**src/hdl/flash_guard_pkg.sv**
```systemverilog
/*
  Constants for the flash program/erase host controller: software register
  map, command layout, device register indices, control bit positions, timing.
  Assumes a 100 MHz REF_CLK and a byte-wide register port on the flash device.
*/
package flash_guard_pkg;

  localparam logic [7:0] OFS_CTRL   = 8'h00;
  localparam logic [7:0] OFS_CMD    = 8'h04;
  localparam logic [7:0] OFS_STATUS = 8'h08;
  localparam logic [7:0] OFS_SHADOW = 8'h0C;

  localparam int CTRL_PE_REQ_BIT = 0;

  localparam int CMD_OP_LSB   = 0;
  localparam int CMD_REG_LSB  = 2;
  localparam int CMD_DATA_LSB = 8;
  localparam int CMD_ADDR_LSB = 16;

  localparam int ST_BUSY_BIT    = 0;
  localparam int ST_REFUSED_BIT = 1;
  localparam int ST_PIN_BIT     = 2;
  localparam int ST_WAIT_BIT    = 3;
  localparam int ST_RDATA_LSB   = 8;

  localparam logic [1:0] DEV_FLASH_CTRL_ONE = 2'h0;
  localparam logic [1:0] DEV_FLASH_CTRL_TWO = 2'h1;
  localparam logic [1:0] DEV_ERASE_BLOCK    = 2'h2;
  localparam logic [1:0] DEV_RAM_EMULATION  = 2'h3;

  localparam int PROG_BIT        = 0;
  localparam int ERASE_BIT       = 1;
  localparam int PROG_VERIFY_BIT = 2;
  localparam int ERASE_VERIFY_BIT = 3;
  localparam int PROG_SETUP_BIT  = 4;
  localparam int ERASE_SETUP_BIT = 5;
  localparam int REWRITE_EN_BIT  = 6;

  localparam logic [7:0] FCR1_RESET = 8'h00;

  localparam int UNIT_BYTES_LOG2 = 7;

  localparam int CLK_PERIOD_NS = 10;
  localparam int RECOVERY_US   = 100;
  localparam int RECOVERY_CYC  = (RECOVERY_US * 1000 + CLK_PERIOD_NS - 1) / CLK_PERIOD_NS;
  localparam int SETTLE_NS     = 1000;
  localparam int SETTLE_CYC    = (SETTLE_NS + CLK_PERIOD_NS - 1) / CLK_PERIOD_NS;

  typedef enum logic [1:0] {
    OP_REG_WR   = 2'h0,
    OP_REG_RD   = 2'h1,
    OP_FLASH_RD = 2'h2,
    OP_PROGRAM  = 2'h3
  } op_t;

  typedef enum logic [1:0] {
    S_IDLE  = 2'b00,
    S_ISSUE = 2'b01,
    S_TAKE  = 2'b11
  } state_t;

endpackage

```
**src/hdl/flash_pe_controller.sv**
```systemverilog
/*
  Host-side program/erase controller for an on-chip flash array. Software
  issues commands over APB; the controller drives the device's byte-wide
  register port, its flash read port and the program/erase enable pin, and
  refuses commands that would break the device's access discipline.
  Assumes the device returns register and flash read data one cycle after
  the read strobe, and FLASH_EXEC is high while code runs from flash.
*/
`timescale 1ns/1ps
module flash_pe_controller #(
  parameter int ADDR_W          = 16,
  parameter int RECOVERY_CYCLES = flash_guard_pkg::RECOVERY_CYC,
  parameter int SETTLE_CYCLES   = flash_guard_pkg::SETTLE_CYC
) (
  input  wire logic              REF_CLK,
  input  wire logic              RST_N,
  input  wire logic              PSEL,
  input  wire logic              PENABLE,
  input  wire logic              PWRITE,
  input  wire logic [7:0]        PADDR,
  input  wire logic [31:0]       PWDATA,
  output logic      [31:0]       PRDATA,
  output logic                   PREADY,
  output logic                   PSLVERR,
  input  wire logic              FLASH_EXEC,
  output logic      [1:0]        DEV_REG_ADDR,
  output logic      [7:0]        DEV_REG_WDATA,
  output logic                   DEV_REG_WE,
  output logic                   DEV_REG_RE,
  input  wire logic [7:0]        DEV_REG_RDATA,
  output logic      [ADDR_W-1:0] FLASH_ADDR,
  output logic                   FLASH_RE,
  input  wire logic [7:0]        FLASH_RDATA,
  output logic                   PROGRAM_ERASE_ENABLE_PIN,
  output logic                   IRQ_MASK_ALL,
  output logic                   BUS_RELEASE_DISABLE
);

  localparam int UNITS = 2 ** (ADDR_W - flash_guard_pkg::UNIT_BYTES_LOG2);
  localparam int UW    = ADDR_W - flash_guard_pkg::UNIT_BYTES_LOG2;

  flash_guard_pkg::state_t state;
  flash_guard_pkg::op_t    cur_op;

  logic              pe_req;
  logic              refused;
  logic [7:0]        shadow;
  logic [7:0]        rdata;
  logic [UNITS-1:0]  unit_done;
  logic [UW-1:0]     prog_unit;
  logic              timer_busy;
  logic              timer_load;
  logic [15:0]       timer_value;

  logic              apb_acc;
  logic              apb_take;
  logic              mapped;
  logic              cmd_wr;
  logic              status_wr;
  flash_guard_pkg::op_t cmd_op;
  logic [1:0]        cmd_reg;
  logic [7:0]        cmd_data;
  logic [ADDR_W-1:0] cmd_addr;
  logic [UW-1:0]     cmd_unit;
  logic [7:0]        next_shadow;
  logic              cmd_bad;
  logic              cmd_ok;
  logic              old_active;
  logic              new_active;

  assign apb_acc   = PSEL && PENABLE;
  assign apb_take  = apb_acc && PREADY;
  assign mapped    = (PADDR == flash_guard_pkg::OFS_CTRL) || (PADDR == flash_guard_pkg::OFS_CMD)
                   || (PADDR == flash_guard_pkg::OFS_STATUS)
                   || (PADDR == flash_guard_pkg::OFS_SHADOW);
  assign cmd_wr    = apb_take && PWRITE && (PADDR == flash_guard_pkg::OFS_CMD);
  assign status_wr = apb_take && PWRITE && (PADDR == flash_guard_pkg::OFS_STATUS);

  assign cmd_op   = flash_guard_pkg::op_t'(PWDATA[flash_guard_pkg::CMD_OP_LSB +: 2]);
  assign cmd_reg  = PWDATA[flash_guard_pkg::CMD_REG_LSB +: 2];
  assign cmd_data = PWDATA[flash_guard_pkg::CMD_DATA_LSB +: 8];
  assign cmd_addr = PWDATA[flash_guard_pkg::CMD_ADDR_LSB +: ADDR_W];
  assign cmd_unit = cmd_addr[ADDR_W-1:flash_guard_pkg::UNIT_BYTES_LOG2];

  // mode bits whose exit starts the recovery wait
  assign old_active = shadow[flash_guard_pkg::PROG_BIT] || shadow[flash_guard_pkg::ERASE_BIT]
                   || shadow[flash_guard_pkg::PROG_VERIFY_BIT]
                   || shadow[flash_guard_pkg::ERASE_VERIFY_BIT];
  assign new_active = next_shadow[flash_guard_pkg::PROG_BIT]
                   || next_shadow[flash_guard_pkg::ERASE_BIT]
                   || next_shadow[flash_guard_pkg::PROG_VERIFY_BIT]
                   || next_shadow[flash_guard_pkg::ERASE_VERIFY_BIT];

  always_comb
  begin
    next_shadow = shadow;
    cmd_bad     = 1'b0;
    unique case (cmd_op)
      flash_guard_pkg::OP_REG_WR:
      begin
        if (cmd_reg == flash_guard_pkg::DEV_FLASH_CTRL_ONE)
        begin
          next_shadow = cmd_data;
          // programming only through the checked program command
          if (cmd_data[flash_guard_pkg::PROG_BIT])
            cmd_bad = 1'b1;
          if ((cmd_data[flash_guard_pkg::REWRITE_EN_BIT] != shadow[flash_guard_pkg::REWRITE_EN_BIT])
              && FLASH_EXEC)
            cmd_bad = 1'b1;
          // bits set with the pin low would block the pin release later
          if (!PROGRAM_ERASE_ENABLE_PIN && (cmd_data != 8'h00))
            cmd_bad = 1'b1;
        end
      end
      flash_guard_pkg::OP_REG_RD:
        cmd_bad = 1'b0;
      flash_guard_pkg::OP_FLASH_RD:
      begin
        if (timer_busy)
          cmd_bad = 1'b1;
        if (shadow[flash_guard_pkg::PROG_BIT] || shadow[flash_guard_pkg::ERASE_BIT])
          cmd_bad = 1'b1;
        if (shadow[flash_guard_pkg::REWRITE_EN_BIT]
            && !(shadow[flash_guard_pkg::PROG_VERIFY_BIT]
                 || shadow[flash_guard_pkg::ERASE_VERIFY_BIT]))
          cmd_bad = 1'b1;
      end
      flash_guard_pkg::OP_PROGRAM:
      begin
        next_shadow = shadow | (8'h01 << flash_guard_pkg::PROG_BIT);
        if (unit_done[cmd_unit])
          cmd_bad = 1'b1;
        if (!shadow[flash_guard_pkg::REWRITE_EN_BIT] || !PROGRAM_ERASE_ENABLE_PIN)
          cmd_bad = 1'b1;
      end
    endcase
  end

  assign cmd_ok = cmd_wr && (state == flash_guard_pkg::S_IDLE) && !cmd_bad;

  // wait timer: recovery wins over settling when both apply
  always_comb
  begin
    timer_load  = 1'b0;
    timer_value = 16'h0000;
    if (cmd_ok && (cmd_op == flash_guard_pkg::OP_REG_WR)
        && (cmd_reg == flash_guard_pkg::DEV_FLASH_CTRL_ONE))
    begin
      if (old_active && !new_active)
      begin
        timer_load  = 1'b1;
        timer_value = 16'(RECOVERY_CYCLES);
      end
      else if (shadow[flash_guard_pkg::REWRITE_EN_BIT]
               && !next_shadow[flash_guard_pkg::REWRITE_EN_BIT])
      begin
        timer_load  = 1'b1;
        timer_value = 16'(SETTLE_CYCLES);
      end
    end
  end

  flash_wait_timer #(
    .W (16)
  ) u_wait (
    .clk        (REF_CLK),
    .rst_n      (RST_N),
    .load       (timer_load),
    .load_value (timer_value),
    .busy       (timer_busy)
  );

  // apb: every access takes one wait cycle so read data comes from a flop
  always_ff @(posedge REF_CLK or negedge RST_N)
  begin
    if (!RST_N)
    begin
      PREADY  <= 1'b0;
      PSLVERR <= 1'b0;
      PRDATA  <= 32'h0000_0000;
    end
    else
    begin
      PREADY  <= apb_acc && !PREADY;
      PSLVERR <= apb_acc && !PREADY && !mapped;
      PRDATA  <= 32'h0000_0000;
      if (apb_acc && !PREADY && !PWRITE)
      begin
        unique case (PADDR)
          flash_guard_pkg::OFS_CTRL:
            PRDATA <= {31'h0000_0000, pe_req};
          flash_guard_pkg::OFS_STATUS:
            PRDATA <= {16'h0000, rdata, 4'h0, timer_busy, PROGRAM_ERASE_ENABLE_PIN, refused,
                       (state != flash_guard_pkg::S_IDLE)};
          flash_guard_pkg::OFS_SHADOW:
            PRDATA <= {24'h00_0000, shadow};
          default:
            PRDATA <= 32'h0000_0000;
        endcase
      end
    end
  end

  always_ff @(posedge REF_CLK or negedge RST_N)
  begin
    if (!RST_N)
      pe_req <= 1'b0;
    else if (apb_take && PWRITE && (PADDR == flash_guard_pkg::OFS_CTRL))
      pe_req <= PWDATA[flash_guard_pkg::CTRL_PE_REQ_BIT];
  end

  // refusal flag: a new refusal beats a clear in the same cycle
  always_ff @(posedge REF_CLK or negedge RST_N)
  begin
    if (!RST_N)
      refused <= 1'b0;
    else if (cmd_wr && !cmd_ok)
      refused <= 1'b1;
    else if (status_wr && PWDATA[flash_guard_pkg::ST_REFUSED_BIT])
      refused <= 1'b0;
  end

  always_ff @(posedge REF_CLK or negedge RST_N)
  begin
    if (!RST_N)
      shadow <= flash_guard_pkg::FCR1_RESET;
    else if (cmd_ok && ((cmd_op == flash_guard_pkg::OP_PROGRAM)
                        || ((cmd_op == flash_guard_pkg::OP_REG_WR)
                            && (cmd_reg == flash_guard_pkg::DEV_FLASH_CTRL_ONE))))
      shadow <= next_shadow;
  end

  // one flag per programming unit, cleared by any erase start
  generate
    for (genvar u = 0; u < UNITS; u++)
    begin : g_unit
      always_ff @(posedge REF_CLK or negedge RST_N)
      begin
        if (!RST_N)
          unit_done[u] <= 1'b0;
        else if (cmd_ok && (cmd_op == flash_guard_pkg::OP_PROGRAM) && (cmd_unit == UW'(u)))
          unit_done[u] <= 1'b1;
        else if (cmd_ok && (cmd_op == flash_guard_pkg::OP_REG_WR)
                 && (cmd_reg == flash_guard_pkg::DEV_FLASH_CTRL_ONE)
                 && cmd_data[flash_guard_pkg::ERASE_BIT])
          unit_done[u] <= 1'b0;
      end
    end
  endgenerate

  // sequencer: strobe one cycle, take data the next
  always_ff @(posedge REF_CLK or negedge RST_N)
  begin
    if (!RST_N)
    begin
      state         <= flash_guard_pkg::S_IDLE;
      cur_op        <= flash_guard_pkg::OP_REG_RD;
      prog_unit     <= '0;
      DEV_REG_ADDR  <= 2'h0;
      DEV_REG_WDATA <= 8'h00;
      DEV_REG_WE    <= 1'b0;
      DEV_REG_RE    <= 1'b0;
      FLASH_ADDR    <= '0;
      FLASH_RE      <= 1'b0;
      rdata         <= 8'h00;
    end
    else
    begin
      unique case (state)
        flash_guard_pkg::S_IDLE:
        begin
          if (cmd_ok)
          begin
            state  <= flash_guard_pkg::S_ISSUE;
            cur_op <= cmd_op;
            // byte transfers only, one register per strobe
            DEV_REG_ADDR  <= (cmd_op == flash_guard_pkg::OP_PROGRAM)
                             ? flash_guard_pkg::DEV_FLASH_CTRL_ONE : cmd_reg;
            DEV_REG_WDATA <= (cmd_op == flash_guard_pkg::OP_REG_WR) ? cmd_data : next_shadow;
            DEV_REG_WE    <= (cmd_op == flash_guard_pkg::OP_REG_WR)
                             || (cmd_op == flash_guard_pkg::OP_PROGRAM);
            DEV_REG_RE    <= (cmd_op == flash_guard_pkg::OP_REG_RD);
            FLASH_ADDR    <= cmd_addr;
            FLASH_RE      <= (cmd_op == flash_guard_pkg::OP_FLASH_RD);
            if (cmd_op == flash_guard_pkg::OP_PROGRAM)
              prog_unit <= cmd_unit;
          end
        end
        flash_guard_pkg::S_ISSUE:
        begin
          state      <= flash_guard_pkg::S_TAKE;
          DEV_REG_WE <= 1'b0;
          DEV_REG_RE <= 1'b0;
          FLASH_RE   <= 1'b0;
        end
        flash_guard_pkg::S_TAKE:
        begin
          state <= flash_guard_pkg::S_IDLE;
          if (cur_op == flash_guard_pkg::OP_REG_RD)
            rdata <= DEV_REG_RDATA;
          else if (cur_op == flash_guard_pkg::OP_FLASH_RD)
            rdata <= FLASH_RDATA;
        end
      endcase
    end
  end

  // masks rise before the pin and fall after it
  always_ff @(posedge REF_CLK or negedge RST_N)
  begin
    if (!RST_N)
    begin
      PROGRAM_ERASE_ENABLE_PIN <= 1'b0;
      IRQ_MASK_ALL             <= 1'b0;
      BUS_RELEASE_DISABLE      <= 1'b0;
    end
    else if (pe_req)
    begin
      IRQ_MASK_ALL        <= 1'b1;
      BUS_RELEASE_DISABLE <= 1'b1;
      if (IRQ_MASK_ALL && BUS_RELEASE_DISABLE)
        PROGRAM_ERASE_ENABLE_PIN <= 1'b1;
    end
    else
    begin
      if ((shadow == 8'h00) && (state == flash_guard_pkg::S_IDLE))
        PROGRAM_ERASE_ENABLE_PIN <= 1'b0;
      if (!PROGRAM_ERASE_ENABLE_PIN)
      begin
        IRQ_MASK_ALL        <= 1'b0;
        BUS_RELEASE_DISABLE <= 1'b0;
      end
    end
  end

  pin_irq_mask_a: assert property (@(posedge REF_CLK) disable iff (!RST_N)
    PROGRAM_ERASE_ENABLE_PIN |-> IRQ_MASK_ALL && $past(IRQ_MASK_ALL))
    else $error("interrupts unmasked while enable pin high");

  pin_bus_hold_a: assert property (@(posedge REF_CLK) disable iff (!RST_N)
    PROGRAM_ERASE_ENABLE_PIN |-> BUS_RELEASE_DISABLE)
    else $error("bus release allowed while enable pin high");

  pin_drop_clear_a: assert property (@(posedge REF_CLK) disable iff (!RST_N)
    $fell(PROGRAM_ERASE_ENABLE_PIN) |-> $past(shadow) == 8'h00)
    else $error("enable pin dropped with control bits set");

  swe_no_exec_a: assert property (@(posedge REF_CLK) disable iff (!RST_N)
    $changed(shadow[flash_guard_pkg::REWRITE_EN_BIT]) |-> !$past(FLASH_EXEC))
    else $error("rewrite enable changed during flash execution");

  swe_settle_a: assert property (@(posedge REF_CLK) disable iff (!RST_N)
    $fell(shadow[flash_guard_pkg::REWRITE_EN_BIT]) |-> timer_busy [*8])
    else $error("no settling wait after rewrite enable cleared");

  mode_recovery_a: assert property (@(posedge REF_CLK) disable iff (!RST_N)
    $fell(old_active) |-> (timer_busy && !FLASH_RE) [*8])
    else $error("flash read too soon after leaving program mode");

  read_verify_only_a: assert property (@(posedge REF_CLK) disable iff (!RST_N)
    FLASH_RE && shadow[flash_guard_pkg::REWRITE_EN_BIT]
      |-> shadow[flash_guard_pkg::PROG_VERIFY_BIT] || shadow[flash_guard_pkg::ERASE_VERIFY_BIT])
    else $error("non-verify flash read with rewrite enable set");

  read_no_pe_a: assert property (@(posedge REF_CLK) disable iff (!RST_N)
    FLASH_RE |-> !shadow[flash_guard_pkg::PROG_BIT] && !shadow[flash_guard_pkg::ERASE_BIT])
    else $error("flash read while program or erase bit set");

  prog_once_a: assert property (@(posedge REF_CLK) disable iff (!RST_N)
    $rose(shadow[flash_guard_pkg::PROG_BIT]) |-> unit_done[prog_unit]
      && !$past(unit_done[cmd_unit]) && (prog_unit == $past(cmd_unit)))
    else $error("programming unit programmed twice without erase");

  byte_strobe_a: assert property (@(posedge REF_CLK) disable iff (!RST_N)
    DEV_REG_WE |=> !DEV_REG_WE && !DEV_REG_RE)
    else $error("register strobe longer than one byte transfer");

endmodule // flash_pe_controller

```
**src/hdl/flash_wait_timer.sv**
```systemverilog
/*
  Down-counter that holds busy for a loaded number of cycles.
  Assumes load is a one-cycle pulse; a new load restarts the count.
*/
`timescale 1ns/1ps
module flash_wait_timer #(
  parameter int W = 16
) (
  input  wire logic         clk,
  input  wire logic         rst_n,
  input  wire logic         load,
  input  wire logic [W-1:0] load_value,
  output logic              busy
);

  logic [W-1:0] count;

  always_ff @(posedge clk or negedge rst_n)
  begin
    if (!rst_n)
      count <= '0;
    else if (load)
      count <= load_value;
    else if (count != '0)
      count <= count - 1'b1;
  end

  assign busy = (count != '0);

endmodule // flash_wait_timer

```
**config.mk**
```make
export PLATFORM = sky130hd
export DESIGN_NAME = flash_pe_controller
export DESIGN_NICKNAME = d
export VERILOG_FILES = /design/src/hdl/flash_guard_pkg.sv /design/src/hdl/flash_pe_controller.sv /design/src/hdl/flash_wait_timer.sv
export SDC_FILE = /design/constraint.sdc
export NUM_CORES = 1
export LEC_CHECK = 0
export BUFFER_PORTS_ARGS = -buffer_cell sky130_fd_sc_hd__buf_4
export CAP_MARGIN = 0
export CELL_PAD_IN_SITES_DETAIL_PLACEMENT = 2
export CELL_PAD_IN_SITES_GLOBAL_PLACEMENT = 2
export CORE_MARGIN = 2
export CORE_UTILIZATION = 44
export DETAILED_ROUTE_END_ITERATION = 7
export PLACE_DENSITY = 0.86
export SYNTH_ARGS = -nofsm -noshare
export SYNTH_HDL_FRONTEND = slang
export SYNTH_SLANG_ARGS = --single-unit
```
**constraint.sdc**
```tcl
create_clock -name REF_CLK -period 6.1 [get_ports REF_CLK]
set_clock_uncertainty 0.15 [all_clocks]
set_input_delay 1.22 -clock REF_CLK [delete_from_list [all_inputs] [get_ports REF_CLK]]
set_output_delay 1.22 -clock REF_CLK [all_outputs]
set_load 0.01 [all_outputs]
```
==> results.sh <==
export IMPL_viasPerCell=6.492
export IMPL_clock_path_buffers=3
export IMPL_dp_slack_ns=0.4034
export IMPL_post_drt_wl_per_cell_um=31.87
export IMPL_antenna_found_initial=4
export IMPL_io_pins=128
export IMPL_status="complete, no violations"
export IMPL_worstPathCellList="buf_6 > buf_12 > buf_4 > mux4_2 > a22oi_1 > a21boi_0 > o21a_1 > o2111ai_1 > a211oi_2 > o21bai_1 > nand4_1 > buf_4 > o21ai_0"
export IMPL_row_count=90
export IMPL_maxCapViolCount=0
export IMPL_cp_required_ns=6.44
export IMPL_synthCells=2542
export IMPL_track_usage_pct=35.00
export IMPL_critPathLaunchType="input pin"
export IMPL_clockRootBuffer="clkbuf_16"
export IMPL_rr_startpoint="u_wait.count[6]"
export IMPL_cts_hold_buffers=0
export IMPL_worst_path_largest_cell_delay_ns=0.57
export IMPL_relSlewSlack_pct=7.726
export IMPL_fin_nets=2650
export IMPL_port_buffers=107
export IMPL_crit_top_cell="buf_4"
export IMPL_r2r_slack_ns=1.82
export IMPL_pwr_share_clk_pct=48.5
export IMPL_synth_edff_count=0
export IMPL_fin_ws_ns=0.7333
export IMPL_setup_viol=0
export IMPL_fin_setup_tns_ns=0
export IMPL_power_frac_seq_pct=45.9
export IMPL_criticalPathCategory="in2reg"
export IMPL_max_slew_worst_pin_slew_ns=1.380
export IMPL_drc=0
export IMPL_timing_rr_end="unit_done[446]"
export IMPL_cts_tree="built"
export IMPL_die_x_um=251.0
export IMPL_seq_area_frac_synth_pct=55.87
export IMPL_min_path_type="reg2reg"
export IMPL_layout_area_overhead_vs_synth_pct=13.86
export IMPL_slowest_stage="mux4_2"
export IMPL_placed_area_mm2=0.02828
export IMPL_p_per_area_mw_per_mm2=288.1
export IMPL_overflow=0
export IMPL_worstPathArrival_ns=5.71
export IMPL_netlist_area_mm2=0.02683
export IMPL_final_cell_mix="598 x dfrtp_1, 590 x nand2_1, 520 x o21ai_0"
export IMPL_first_pass_iters=7
export IMPL_fp_dieArea_mm2=0.06298
export IMPL_r2r_cells=10
export IMPL_min_period_ns=5.367
export IMPL_cts_sinks=599
export IMPL_crit_family="compound AO/OA/AOI/OAI gates"
export IMPL_crit_fanout=41
export IMPL_dpl_hpwl_um=62550
export IMPL_grt_pass1_wl_um=165400
export IMPL_drtAntennaViolNets=0
export IMPL_post_cts_buffers=0
export IMPL_fin_area_mm2=0.03055
export IMPL_p_int_mw=6.660
export IMPL_timing_fmax_ghz=0.1863
export IMPL_synthFlopType="dfrtp_1"
export IMPL_clk_pin_slew_worst_paths_ns=0.06
export IMPL_drt_total_wl_um=108800
export IMPL_rsz0062_at_grt="false"
export IMPL_initial_core_util_pct=44.46
export IMPL_grt_max_degree=225
export IMPL_instances_no_fill=3415
export IMPL_fp_coreArea_mm2=0.06036
export IMPL_yosysWarnings=0
export IMPL_vias=22170
export IMPL_finalCritPeriodShare_pct=87.98
export IMPL_cts_buffers=68
export IMPL_end_kind="flip-flop"
export IMPL_synth_seq_cells=599
export IMPL_hold_viol=0
export IMPL_synthDistinctLibCells=64
export IMPL_final_common_cell="dfrtp_1"
export IMPL_p_switching_mw=2.141
export IMPL_leakage_nw=13.48
export IMPL_grt_pass1_vias=25390
export IMPL_worst_path_buf_inv=4
export IMPL_cp_depth=13
export IMPL_netSwitchingFraction_pct=24.32
export IMPL_slew_viol_final=0
export IMPL_ys_async_sr_fraction_pct=100.0
export IMPL_synth_area_per_cell_um2=10.56
export IMPL_worstSetupEndpoint="unit_done[446]"
export IMPL_dp_cells=3293
export IMPL_htreeDepth=3
export IMPL_peakVddDrop_uv=187.9
export IMPL_clkLatencyLatePin_ns=0.63
export IMPL_cts_resized=0
export IMPL_critical_path_startpoint="PWDATA[23]"
export IMPL_place_gp_congestion=0.8546
export IMPL_hold_ws_ns=0.3283
export IMPL_p_comb_share_pct=5.7
export IMPL_drtIter0Drc=2386
export IMPL_layout_drive_gt1_share_pct=16.08
export IMPL_die_y_um=251.0
[sequential cells by signal, indices dropped and copies added (netlist names)]
register	count
u_wait.count	16
pe_req	1
PSLVERR	1
DEV_REG_RE	1
DEV_REG_WDATA	8
FLASH_RE	1
rdata	8
PREADY	1
PRDATA	16
FLASH_ADDR	16
DEV_REG_ADDR	2
refused	1
BUS_RELEASE_DISABLE	1
DEV_REG_WE	1
cur_op	2
unit_done	512
state	2
shadow	8
PROGRAM_ERASE_ENABLE_PIN	1
[power by group through the flow]
stage               clock (mW)  combinational, mW  sequential, mW
floorplan                    0              0.237            4.10
global placement             0              0.451            4.10
detailed placement           0              0.478            4.11
CTS                       4.30              0.495            4.04
global route              4.46              0.531            4.04
finish                    4.26              0.498            4.04
[kinds of logic after synthesis]
| family | synth area share (%) |
|---|---|
| xor+xnor | 0.5223 |
| other cells | 0.01398 |
| simple gates | 12.54 |
| compound gates | 13.90 |
| fa+ha+maj | 0.3264 |
| mux | 12.77 |
| buf+inv | 4.061 |
| flops | 55.87 |
[how the worst min path moves through the flow]
stage	slack (ns)	start	to	cells past startpoint
global placement	0.31	unit_done[220]	unit_done[220]	2
CTS	0.33	unit_done[94]	unit_done[94]	2
detailed placement	0.32	unit_done[445]	unit_done[445]	2
floorplan	0.29	rdata[0]	rdata[0]	2
global route	0.35	unit_done[41]	unit_done[41]	2
finish	0.33	unit_done[105]	unit_done[105]	2
[tightest hold or removal path, delay by kind of cell (launching register included)]
kind | cells | cell delay, ns
AOI/OAI and AO/OA | 1 | 0.06
DFF | 1 | 0.34
and+or+nand+nor | 1 | 0.05
[Yosys cell counts (all sizes together) (4+ instances only)]
master / count / area share (%)
ha: 7 / 0.33
nand4: 15 / 0.41
nand2b: 12 / 0.28
xor2: 7 / 0.23
buf: 68 / 1.7
clkbuf: 149 / 2.1
mux2: 23 / 0.97
a22o: 15 / 0.49
a21oi: 32 / 0.60
mux2i: 78 / 2.9
o22ai: 4 / 0.12
xnor2: 9 / 0.29
nand3b: 8 / 0.22
dfrtp: 598 / 56
nor2b: 13 / 0.30
nand2: 590 / 8.3
nor4: 10 / 0.23
nand4b: 4 / 0.13
a31oi: 4 / 0.093
nor3: 17 / 0.32
o41ai: 5 / 0.16
nand3: 30 / 0.56
inv: 17 / 0.24
a211oi: 8 / 0.24
o21ai: 534 / 10
nor2: 70 / 0.98
mux4: 106 / 8.9
and2: 22 / 0.51
o2111ai: 6 / 0.20
a22oi: 41 / 1.1
o211ai: 4 / 0.11
[layer usage]
metal | part of all wire [%] | routed length, um | global-route usage (%) | vias to the layer above
li1 | - | - | - | 8925
met1 | 39 | 42410 | 43.66 | 11910
met2 | 50 | 54280 | 59.24 | 968
met3 | 6.2 | 6790 | 6.420 | 358
met4 | 4.9 | 5338 | 16.62 | 4
met5 | 0.025 | 27 | 0 | -
[per-stage QoR]
stage	utilization (%)	power (mW)
after floorplan	-	4.335
after global placement	46.86	4.552
after detailed placement	46.86	4.584
after CTS	50.61	8.837
after global routing	50.61	9.028
final	50.62	8.801
[cell type report]
class	instances	area [um2]
Antenna cell	2	5.005
Clock buffer	106	2088
Clock inverter	14	173.9
Fill cell	5915	29810
Inverter	17	63.81
Multi-Input combinational cell	1724	10830
Sequential cell	599	14990
Tap cell	782	978.4
Timing Repair Buffer	171	1426
Power figures use the tool's default switching activity.
